$ cat src/design/pcsel_pkg.sv
package pcsel_pkg;

    // ------------------------------------------------------------
    // sizes
    // ------------------------------------------------------------
    localparam int ADDR_W      = 20;
    localparam int NUM_SEL     = 7;
    localparam int WAIT_W      = 4;
    localparam int REGION_LSB  = 8;
    localparam int REGION_W    = 3;
    localparam int BASE_LSB    = REGION_LSB + REGION_W;
    localparam int BASE_W      = ADDR_W - BASE_LSB;
    localparam int NO_PIN_SEL  = 4;

    // ------------------------------------------------------------
    // pin indices with shared functions
    // ------------------------------------------------------------
    localparam int PIN_CTS_ENRX = 2;
    localparam int PIN_RTS_RTR  = 3;
    localparam int PIN_ADDR1    = 5;
    localparam int PIN_ADDR2    = 6;

    // ------------------------------------------------------------
    // reset values
    // ------------------------------------------------------------
    localparam logic [NUM_SEL-1:0] PIN_RST_VAL = 7'h7F;
    localparam logic [NUM_SEL-1:0] PIN_RST_OE  = 7'h00;
    localparam logic [1:0]         ADDR_RST    = 2'h0;
    localparam logic [WAIT_W-1:0]  WAIT_RST    = 4'h0;

    typedef struct packed {
        logic              addr_strobe;
        logic              cycle_end;
        logic              io_space;
        logic [ADDR_W-1:0] addr;
    } pcsel_bus_t;

    typedef struct packed {
        logic [BASE_W-1:0] base;
        logic              block_io;
        logic              flow_control_enable_bit;
        logic              rx_enable_select;
        logic              rts_select;
        logic              address_extension_bit;
    } pcsel_cfg_t;

    typedef enum logic [1:0] {
        TX_IDLE = 2'b01,
        TX_SEND = 2'b10
    } pcsel_tx_state_t;

endpackage

$ cat src/design/pcsel_region_dec.sv
`timescale 1ns/1ps

module pcsel_region_dec #(
    parameter int REGION = 0
) (
    input  wire logic [pcsel_pkg::ADDR_W-1:0] addr_in,
    input  wire logic                         io_space_in,
    input  wire logic [pcsel_pkg::BASE_W-1:0] base_in,
    input  wire logic                         block_io_in,
    output logic                              hit_out
);

    localparam logic [pcsel_pkg::REGION_W-1:0] REGION_CODE = REGION[pcsel_pkg::REGION_W-1:0];

    wire logic space_match;
    wire logic base_match;
    wire logic region_match;

    // ------------------------------------------------------------
    // one 256-byte window above the block base
    // ------------------------------------------------------------
    assign space_match  = (io_space_in == block_io_in);
    assign base_match   = (addr_in[pcsel_pkg::ADDR_W-1:pcsel_pkg::BASE_LSB] == base_in);
    assign region_match = (addr_in[pcsel_pkg::BASE_LSB-1:pcsel_pkg::REGION_LSB] == REGION_CODE);
    assign hit_out      = space_match && base_match && region_match;

endmodule

$ cat src/design/pcsel_top.sv
// Functional notes
// - peripheral select wins over DRAM when both decode the address
// - during bus hold the select outputs float, pulled high outside
// - selects assert with the multiplexed address phase
// - each select covers 256 bytes, memory or I/O, from the base
// - selects five and six decode the sixth and seventh regions
// - pins two and three are selects while port 1 flow control is off
// - pin two is clear-to-send or receiver-enable input per select bit
// - transmit starts when clear-to-send asserted and data waits
// - clear-to-send checked only at frame start, never mid-frame
// - receiver enabled by the receiver-enable request input
// - pin three drives request-to-send or ready-to-receive per select bit
// - request-to-send asserted while transmit register holds unsent data
// - ready-to-receive asserted while receive register holds no unread data
// - with extension bit 0, pins five and six give latched A1, A2
// - latched address outputs keep their value during bus hold
// - selects have extended wait-state settings
`timescale 1ns/1ps

module pcsel_top (
    input  wire logic                                          clk_in,
    input  wire logic                                          rst_b_in,
    input  wire pcsel_pkg::pcsel_bus_t                         bus_in,
    input  wire logic                                          hold_in,
    input  wire pcsel_pkg::pcsel_cfg_t                         cfg_in,
    input  wire logic [pcsel_pkg::NUM_SEL-1:0][pcsel_pkg::WAIT_W-1:0] sel_wait_in,
    input  wire logic                                          dram_hit_in,
    input  wire logic [pcsel_pkg::WAIT_W-1:0]                  dram_wait_in,
    input  wire logic [pcsel_pkg::NUM_SEL-1:0]                 sel_pin_in,
    input  wire logic                                          tx_pending_in,
    input  wire logic                                          tx_frame_done_in,
    input  wire logic                                          rx_full_in,
    output logic [pcsel_pkg::NUM_SEL-1:0]                      sel_pin_out,
    output logic [pcsel_pkg::NUM_SEL-1:0]                      sel_pin_oe_out,
    output logic                                               dram_grant_out,
    output logic [pcsel_pkg::WAIT_W-1:0]                       cycle_wait_out,
    output logic                                               wait_short_out,
    output logic                                               tx_start_out,
    output logic                                               rx_enable_out
);

    localparam int N = pcsel_pkg::NUM_SEL;

    wire logic [N-1:0]   hit;
    wire logic           any_hit;
    wire logic [N-1:0]   periph_select_n;
    wire logic           flow_on;
    wire logic           port1_clear_to_send;
    wire logic           port1_receiver_enable_req;
    wire logic           port1_request_to_send;
    wire logic           port1_ready_to_receive;
    wire logic           cts_ok;
    wire logic           start_frame;
    wire logic [1:0]     addr_bits_d;

    logic [N-1:0]                    sel_act_q;
    logic [N-1:0]                    sel_act_d;
    logic                            dram_grant_q;
    logic                            dram_grant_d;
    logic [1:0]                      addr_bits_q;
    logic [N-1:0]                    pin_q;
    logic [N-1:0]                    pin_d;
    logic [N-1:0]                    oe_q;
    logic [N-1:0]                    oe_d;
    logic [pcsel_pkg::WAIT_W-1:0]    wait_q;
    logic [pcsel_pkg::WAIT_W-1:0]    wait_d;
    logic                            wait_short_q;
    logic                            tx_start_q;
    logic                            rx_enable_q;
    pcsel_pkg::pcsel_tx_state_t      tx_state_q;
    pcsel_pkg::pcsel_tx_state_t      tx_state_d;

    // ------------------------------------------------------------
    // region decode
    // ------------------------------------------------------------
    // window decode
    genvar g;
    generate
        for (g = 0; g < N; g++) begin : g_dec
            pcsel_region_dec #(
                .REGION (g)
            ) pcsel_region_dec_inst (
                .addr_in     (bus_in.addr),
                .io_space_in (bus_in.io_space),
                .base_in     (cfg_in.base),
                .block_io_in (cfg_in.block_io),
                .hit_out     (hit[g])
            );
        end
    endgenerate

    assign any_hit = |hit;

    // ------------------------------------------------------------
    // cycle tracking
    // ------------------------------------------------------------
    // address phase latch
    always_comb begin
        sel_act_d = sel_act_q;
        if (bus_in.addr_strobe) begin
            sel_act_d = hit;
        end else if (bus_in.cycle_end) begin
            sel_act_d = '0;
        end
    end

    always_comb begin
        dram_grant_d = dram_grant_q;
        if (bus_in.addr_strobe) begin
            dram_grant_d = dram_hit_in && !any_hit;
        end else if (bus_in.cycle_end) begin
            dram_grant_d = 1'b0;
        end
    end

    // latch only on a new address
    assign addr_bits_d = bus_in.addr_strobe ? bus_in.addr[2:1] : addr_bits_q;

    always_comb begin
        wait_d = wait_q;
        if (bus_in.addr_strobe) begin
            wait_d = pcsel_pkg::WAIT_RST;
            for (int i = 0; i < N; i++) begin
                if (hit[i]) begin
                    wait_d = sel_wait_in[i];
                end
            end
        end
    end

    always_ff @(posedge clk_in or negedge rst_b_in) begin
        if (!rst_b_in) begin
            sel_act_q    <= '0;
            dram_grant_q <= 1'b0;
            addr_bits_q  <= pcsel_pkg::ADDR_RST;
            wait_q       <= pcsel_pkg::WAIT_RST;
            wait_short_q <= 1'b0;
        end else begin
            sel_act_q    <= sel_act_d;
            dram_grant_q <= dram_grant_d;
            addr_bits_q  <= addr_bits_d;
            wait_q       <= wait_d;
            if (bus_in.addr_strobe) begin
                wait_short_q <= any_hit && dram_hit_in && (wait_d < dram_wait_in);
            end
        end
    end

    // ------------------------------------------------------------
    // pin function selection
    // ------------------------------------------------------------
    assign periph_select_n = ~sel_act_d;
    assign flow_on         = cfg_in.flow_control_enable_bit;

    // pins two and three treated low-active in both flow roles
    assign port1_clear_to_send       = !sel_pin_in[pcsel_pkg::PIN_CTS_ENRX];
    assign port1_receiver_enable_req = !sel_pin_in[pcsel_pkg::PIN_CTS_ENRX];
    assign port1_request_to_send     = tx_pending_in;
    assign port1_ready_to_receive    = !rx_full_in;

    always_comb begin
        pin_d = pcsel_pkg::PIN_RST_VAL;
        oe_d  = pcsel_pkg::PIN_RST_OE;
        for (int i = 0; i < N; i++) begin
            pin_d[i] = hold_in ? 1'b1 : periph_select_n[i];
            oe_d[i]  = !hold_in;
        end
        pin_d[pcsel_pkg::NO_PIN_SEL] = 1'b1;
        oe_d[pcsel_pkg::NO_PIN_SEL]  = 1'b0;
        if (flow_on) begin
            pin_d[pcsel_pkg::PIN_CTS_ENRX] = 1'b1;
            oe_d[pcsel_pkg::PIN_CTS_ENRX]  = 1'b0;
            pin_d[pcsel_pkg::PIN_RTS_RTR] = cfg_in.rts_select ? !port1_request_to_send
                                                              : !port1_ready_to_receive;
            oe_d[pcsel_pkg::PIN_RTS_RTR]  = 1'b1;
        end
        if (!cfg_in.address_extension_bit) begin
            pin_d[pcsel_pkg::PIN_ADDR1] = addr_bits_d[0];
            pin_d[pcsel_pkg::PIN_ADDR2] = addr_bits_d[1];
            oe_d[pcsel_pkg::PIN_ADDR1]  = 1'b1;
            oe_d[pcsel_pkg::PIN_ADDR2]  = 1'b1;
        end
    end

    // reset leaves all pins undriven so the outside pullups hold them high
    always_ff @(posedge clk_in or negedge rst_b_in) begin
        if (!rst_b_in) begin
            pin_q <= pcsel_pkg::PIN_RST_VAL;
            oe_q  <= pcsel_pkg::PIN_RST_OE;
        end else begin
            pin_q <= pin_d;
            oe_q  <= oe_d;
        end
    end

    // ------------------------------------------------------------
    // port 1 flow gating
    // ------------------------------------------------------------
    // clear-to-send only in that mode
    assign cts_ok      = !flow_on || cfg_in.rx_enable_select || port1_clear_to_send;
    assign start_frame = (tx_state_q == pcsel_pkg::TX_IDLE) && tx_pending_in && cts_ok;

    always_comb begin
        tx_state_d = tx_state_q;
        unique case (tx_state_q)
            pcsel_pkg::TX_IDLE: begin
                if (start_frame) begin
                    tx_state_d = pcsel_pkg::TX_SEND;
                end
            end
            pcsel_pkg::TX_SEND: begin
                if (tx_frame_done_in) begin
                    tx_state_d = pcsel_pkg::TX_IDLE;
                end
            end
            default: begin
                tx_state_d = pcsel_pkg::TX_IDLE;
            end
        endcase
    end

    always_ff @(posedge clk_in or negedge rst_b_in) begin
        if (!rst_b_in) begin
            tx_state_q  <= pcsel_pkg::TX_IDLE;
            tx_start_q  <= 1'b0;
            rx_enable_q <= 1'b0;
        end else begin
            tx_state_q  <= tx_state_d;
            tx_start_q  <= start_frame;
            rx_enable_q <= !flow_on || !cfg_in.rx_enable_select || port1_receiver_enable_req;
        end
    end

    assign sel_pin_out    = pin_q;
    assign sel_pin_oe_out = oe_q;
    assign dram_grant_out = dram_grant_q;
    assign cycle_wait_out = wait_q;
    assign wait_short_out = wait_short_q;
    assign tx_start_out   = tx_start_q;
    assign rx_enable_out  = rx_enable_q;
endmodule

$ cat config.mk
export PLATFORM = sky130hd
export DESIGN_NAME = pcsel_top
export DESIGN_NICKNAME = d
export VERILOG_FILES = /design/src/design/pcsel_pkg.sv /design/src/design/pcsel_region_dec.sv /design/src/design/pcsel_top.sv
export SDC_FILE = /design/constraint.sdc
export NUM_CORES = 1
export LEC_CHECK = 0
export BUFFER_PORTS_ARGS = -buffer_cell sky130_fd_sc_hd__buf_2
export CAP_MARGIN = 5
export CORE_UTILIZATION = 46
export CTS_CLUSTER_DIAMETER = 100
export CTS_CLUSTER_SIZE = 10
export DETAILED_ROUTE_END_ITERATION = 10
export PLACE_DENSITY = 0.86
export SLEW_MARGIN = 5
export SYNTH_ARGS = -nofsm -noshare
export SYNTH_HDL_FRONTEND = slang
export SYNTH_SLANG_ARGS = --single-unit
$ cat constraint.sdc
create_clock -name clk_in -period 3.8 [get_ports clk_in]
set_input_delay 0.19 -clock clk_in [delete_from_list [all_inputs] [get_ports clk_in]]
set_output_delay 0.19 -clock clk_in [all_outputs]
set_load 0.1 [all_outputs]
# Yosys cells after proc, flatten, opt, wreduce, memory -nomap -nowiden
# Cells that the tools add are included.
classes:
  bitwise_logic: 1
  mux: 27
  n_reduce_logical: 27
  order_cmp: 1
  n_eq_ne: 12
op_table:
  columns: ["op", "n"]
  rows:
  - ["2-to-1 mux 4 bit", 8]
  - ["2-to-1 mux 2 bit", 7]
  - ["2-to-1 mux 7 bit", 2]
  - ["logical AND 1 bit", 13]
  - ["== test 3 bit (second input constant)", 3]
  - ["== test 9 bit", 1]
  - ["2-to-1 mux 1 bit", 9]
  - ["inverter 7 bit", 1]
  - ["OR reduction 7 bit", 1]
  - ["== test 3 x 2 -> 1 bit (second input constant)", 2]
  - ["logical NOT 1 bit", 6]
  - ["logical OR 1 bit", 4]
  - ["< comparator 4 bit", 1]
  - ["inequality test 2 bit (second input constant)", 2]
  - ["one-hot mux 2 bit (2 select lines)", 1]
  - ["== test 3 x 1 -> 1 bit (second input constant)", 1]
  - ["logical NOT 3 bit", 1]
  - ["== test 2 x 1 -> 1 bit (second input constant)", 1]
  - ["== test 2 bit (second input constant)", 1]
  - ["AND reduction 2 bit", 1]
  - ["nonzero test 2 bit", 1]
  - ["== test 1 bit", 1]
word_totals:
  word_cells: 78
  inputBits: 83
  out_inout_bits: 22
  regBits: 31

# Longest topological paths before layout
depth:
  ltp_word: 13
  depth_mapped: 10
  ltp_nobuf: 9

# By module
# From an unflattened synthesis, not the netlist that was laid out.
hier_totals:
  hier_cells: 251
  hier_area_um2: 2290.9
by_module_without_submodules:
  columns: ["mod", "area_each_um2", "cells_per_inst", "instances"]
  rows:
  - ["pcsel_top", 1422.6, 143, 1]
  - ["pcsel_region_dec at g_dec[1].pcsel_region_dec_inst ...", 123.9, 16, 3]
  - ["pcsel_region_dec at g_dec[3].pcsel_region_dec_inst ...", 123.9, 15, 3]
  - ["pcsel_region_dec at g_dec[0].pcsel_region_dec_inst", 125.1, 15, 1]

# Worst setup path after synthesis
# OpenSTA, ideal clock, no wires.
synth_timing:
  path_type: "register to register"
  startpoint: "reg wait_q, in the netlist cycle_wait_out[3]"
  endpoint: "reg wait_short_q (netlist: wait_short_out)"
  t_required_ps: 3721
  stages_incl_launch_ff: 7
  synth_period_minus_slack_ps: 1997
  path_slack_ps: 1803
  arrival_time_ps: 1918
  setup_time_ps: 79
  path_cell_list: "dfrtp_1 > a22o_1 > ha_1 > a21oi_1 > nand3_1 > nor4_1 > a2bb2oi_1"
synth_between:
  elab_chain_cells: 3
synth_lines:
  columns: ["item", "line", "text"]
  rows:
  - ["start, declared", "pcsel_top.sv:65", "logic [pcsel_pkg::WAIT_W-1:0] wait_q;"]
  - ["start signal, assigned", "pcsel_top.sv:136", "wait_q <= pcsel_pkg::WAIT_RST;"]
  - ["start signal, assigned", "pcsel_top.sv:142", "wait_q <= wait_d;"]
  - ["2-to-1 mux 4 bit", "pcsel_top.sv:121", "if (bus_in.addr_strobe) begin"]
  - ["via wait_d (one bit)", "pcsel_top.sv:66", "logic [pcsel_pkg::WAIT_W-1:0] wait_d;"]
  - ["< comparator 4 bit", "pcsel_top.sv:144", "wait_short_q <= any_hit && dram_hit_in && (wait_d < dram_wait_in);"]
  - ["logical AND 1 bit", "pcsel_top.sv:144", null]
  - ["end signal, assigned", "pcsel_top.sv:144", null]
  - ["end, declared", "pcsel_top.sv:67", "logic wait_short_q;"]
# The timed path passes the listed nets, and every way through them passes these cells.
# A chain may end at the register's enable or synchronous reset.

# Worst setup path after layout
layout_timing:
  startpoint: "in cfg_in[6] (netlist bit)"
  endpoint: "reg wait_short_q (netlist: wait_short_out)"
layout_between:
  elab_chain_cells: 13
layout_lines:
  columns: ["item", "line", "text"]
  rows:
  - ["start, declared", "pcsel_top.sv:25", "input wire pcsel_pkg::pcsel_cfg_t cfg_in,"]
  - ["== test 9 bit (*)", "pcsel_region_dec.sv:23", "assign base_match = (addr_in[pcsel_pkg::ADDR_W-1:pcsel_pkg::BASE_LSB] == base_in);"]
  - ["logical AND 1 bit (*)", "pcsel_region_dec.sv:25", "assign hit_out = space_match && base_match && region_match;"]
  - ["logical AND 1 bit", "pcsel_region_dec.sv:25", null]
  - ["2-to-1 mux 4 bit (6 in series)", "pcsel_top.sv:124", "if (hit[i]) begin"]
  - ["2-to-1 mux 4 bit (*)", "pcsel_top.sv:124", null]
  - ["2-to-1 mux 4 bit (*)", "pcsel_top.sv:121", null]
  - ["via wait_d (one bit)", "pcsel_top.sv:66", null]
  - ["< comparator 4 bit (*)", "pcsel_top.sv:144", null]
  - ["logical AND 1 bit (*)", "pcsel_top.sv:144", null]
# The timed path passes the listed nets; every way through them passes the cells marked *.

==> out/results.tsv <==
stage	metric	value	unit
synthesis	post-synthesis sequential area ratio	0.432	
critical_path	Slowest cell on crit path	nor3_4	
grt	global-route wire length before repair	6.35	mm
grt	initial antenna violation count	0	
cells_and_area	Area Overhead vs Synth	28.3	%
route	vias per inst	5.40	
route	wire length per cell	13.5	um
critical_path	CP startpoint kind	input pin	
critical_path	CP peak stage delay	560	ps
critical_path	Critical Path End Type	flop	
clocking	CTS buffer count	3	
clocking	TritonCTS clock tree	built	
placed_design	# placed instances	277	
route	initial DRC count	39	
sta	Fin Setup TNS	0	ps
route	drt pass-1 iters	4	
synthesis	Primary FF master, synth	dfrtp_1	
cells_and_area	layout cells sized above 1	0.462	
synthesis	Post-Syn Nets	238	
clocking	clock tree sinks	28	
clocking	clock insertion delay at the later pin of the skew report	330	ps
floorplan	die height	61.8	um
critical_path	crit path DAT	2380	ps
floorplan	num rows	21	
sta	Rel. slew slack	0.477	
sta	Worst-Margin Slew	782	ps
power	Max rail drop VDD	0.199	mV
critical_path	WP data required	4060	ps
power	Power Dens Cells	337	mW/mm2
placed_design	Post-DP HPWL	3.04	mm
clocking	Root Buffer Master	clkbuf_4	
grt	largest net degree at the start of global routing	29	
critical_path	crit path kind	input pin to flop	
sta	RSZ-0062 raised after global routing	no	
route	DRC	0	
sta	Max Freq	473	MHz
route	remaining antenna violation count after routing	0	
floorplan	die width	61.8	um
clocking	Post-CTS Setup Bufs	0	
route	final WL	3.80	mm
cells_and_area	Final Non-Filler Cells	282	
synthesis	Warnings, synthesis	0	
sta	Worst Skew	8.01	ps
sta	final hold viol count	0	
grt	GRT Util Overall	0.225	
floorplan	Ports	105	
sta	fin crit share	0.557	
critical_path	critical path peak fanout	16	
synthesis	Synth Cell Area	0.00164	mm2
placed_design	buffers added on ports	90	
power	Leakage	1.09	nW
synthesis	cell count after synthesis	152	
synthesis	Cell variety after synth	42	
synthesis	Post-synth EDFFs	0	
floorplan	CORE AREA	0.00339	mm2
critical_path	Worst path top cell family by delay	simple AND/OR/NAND/NOR gates	
placed_design	routability cong.	0.814	
synthesis	syn_area_per_cell	10.8	um2
sta	Final Critical Period	2120	ps
clocking	H-Tree Depth	1	
cells_and_area	ant diodes	0	
clocking	Clk pin slew, worst setup/hold paths	140	ps
route	Vias	1523	
floorplan	die area	0.00381	mm2
synthesis	#FFs+latches synth	28	
synthesis	Synth async-reset ratio	1.00	
grt	remaining global-route overflow	0	
sta	Setup-failing EPs final	0	
clocking	worst-case clock buffer depth	2	
power	Final Total Pwr	0.711	mW
floorplan	Initial Utilization	0.485	
grt	vias in the first global route	1510	
status	status	finished clean	
sta	Slew Viols, Final	0	
cells_and_area	layout net count	323	
job	Max Cap Viol	0	
min_path	worst hold path type	input pin to flop	
sta	final hold slack	34.6	ps
critical_path	CP bufs+invs	1	
critical_path	worst-path cell chain	buf_2, xnor2_1, nand4_2, nor3_4, a22o_1, ha_1, a21oi_1, nand3_1, nor4_1, a2bb2oi_1	
[registers in the layout, indices dropped and copies added, names as in the netlist]
| name | cells |
|---|---|
| sel_act_q | 6 |
| sel_pin_out | 6 |
| cycle_wait_out | 4 |
| sel_pin_oe_out | 4 |
| addr_bits_q | 2 |
| tx_state_q | 2 |
| dram_grant_out | 1 |
| rx_enable_out | 1 |
| tx_start_out | 1 |
| wait_short_out | 1 |
[report_power, final]
part | internal (mW) | switching [mW]
Clock | 0.107 | 0.0848
Combinational | 0.0647 | 0.136
Sequential | 0.315 | 0.00423
Total | 0.486 | 0.225
[Yosys cell counts (2+ instances only)]
| master | instances | area [um2] |
|---|---|---|
| inv_1 | 6 | 22.5 |
| dfrtp_1 | 21 | 526 |
| nand2_1 | 7 | 26.3 |
| o21ai_0 | 3 | 15.0 |
| a41oi_1 | 2 | 17.5 |
| xnor2_1 | 9 | 78.8 |
| buf_4 | 4 | 30.0 |
| a211o_1 | 3 | 26.3 |
| buf_2 | 4 | 20.0 |
| and3_1 | 3 | 18.8 |
| nand3_1 | 5 | 25.0 |
| buf_6 | 2 | 22.5 |
| ha_1 | 3 | 37.5 |
| nor2b_1 | 4 | 25.0 |
| dfstp_2 | 7 | 184 |
| a21oi_1 | 2 | 10.0 |
| o22ai_1 | 3 | 18.8 |
| a32o_1 | 6 | 60.1 |
| o211ai_1 | 3 | 22.5 |
| conb_1 | 2 | 7.51 |
| nor4_1 | 2 | 12.5 |
| mux2_2 | 2 | 22.5 |
| a31oi_1 | 2 | 12.5 |
| a22o_1 | 4 | 35.0 |
| nand4_2 | 2 | 25.0 |
| nor2_1 | 8 | 30.0 |
| mux2i_1 | 12 | 120 |
| nor3_1 | 4 | 20.0 |
| nand2b_1 | 4 | 25.0 |
[cell families (layout without fill, tap and decap cells)]
family	after synthesis	count (layout)	synth area share
muxes	14	14	0.0868
and+or+nand+nor	44	44	0.153
other	2	2	0.00457
buffers and inverters	17	101	0.0777
AOI/OAI and AO/OA	34	34	0.165
adders and majority gates	3	3	0.0229
DFF	28	28	0.432
xor gates and xnor gates	10	10	0.0579
[per-layer routing]
| layer | part of all wire | wire (um) | track usage | vias to the layer above |
|---|---|---|---|---|
| met4 | 0.014 | 55 | 0.0635 | 0 |
| met1 | 0.40 | 1540 | 0.250 | 722 |
| li1 | - | - | - | 725 |
| met5 | 0 | 0 | 0 | - |
| met3 | 0.055 | 209 | 0.0476 | 8 |
| met2 | 0.53 | 2000 | 0.430 | 68 |
[final timing paths]
path,cells past startpoint,end,startpoint,slack (ps)
setup / recovery,10,wait_short_out$_DFFE_PN0P_,cfg_in[6],1680
hold / removal,2,sel_pin_oe_out[5]$_DFF_PN0_,cfg_in[0],30
hold reg to reg,1,sel_pin_out[2]$_DFF_PN1_,sel_act_q[2]$_DFF_PN0_,460
min in group asynchronous,2,sel_pin_oe_out[2]$_DFF_PN0_,rst_b_in,380
max in group asynchronous,2,dram_grant_out$_DFFE_PN0P_,rst_b_in,3030
setup reg to reg,6,wait_short_out$_DFFE_PN0P_,cycle_wait_out[3]$_DFF_PN0_,2140
[layout by cell type (no fill, tap or decap), types with 2 or more instances in the layout]
master    Yosys  layout
a211o_1       3       3
a21oi_1       2       2
a22o_1        4       4
a31oi_1       2       2
a32o_1        6       6
a41oi_1       2       2
and3_1        3       3
buf_2         4      90
clkbuf_4      0       3
conb_1        2       2
dfrtp_1      21      21
dfstp_2       7       7
ha_1          3       3
inv_1         6       6
mux2_2        2       2
mux2i_1      12      12
nand2_1       7       7
nand2b_1      4       4
nand3_1       5       5
nand4_2       2       2
nor2_1        8       8
nor2b_1       4       4
nor3_1        4       4
nor4_1        2       2
o211ai_1      3       3
o21ai_0       3       3
o22ai_1       3       3
xnor2_1       9       9
[repair_timing]
| item | in CTS | in global routing |
|---|---|---|
| hold buffers | 1 | 0 |
| endpoints found under the hold margin | 21 | 0 |
| gates resized for setup | 0 | 0 |
[area by class of cell]
class,instances,area (um2)
Multi-Input combinational cell,107,806
Sequential cell,28,709
Tap cell,46,57.6
Fill cell,287,1280
Clock buffer,3,22.5
Timing Repair Buffer,91,460
Inverter,6,22.5
Clock inverter,1,30.0
[stage by stage]
| stage | utilization | area (um2) | worst slack, ps |
|---|---|---|---|
| floorplan | - | 1640 | 1800 |
| global placement | 0.604 | 2050 | 1430 |
| detailed placement | 0.604 | 2050 | 1340 |
| CTS | 0.622 | 2110 | 1700 |
| global route | 0.622 | 2110 | 1510 |
| finish | 0.622 | 2110 | 1680 |
(Power assumes the default switching activity.)
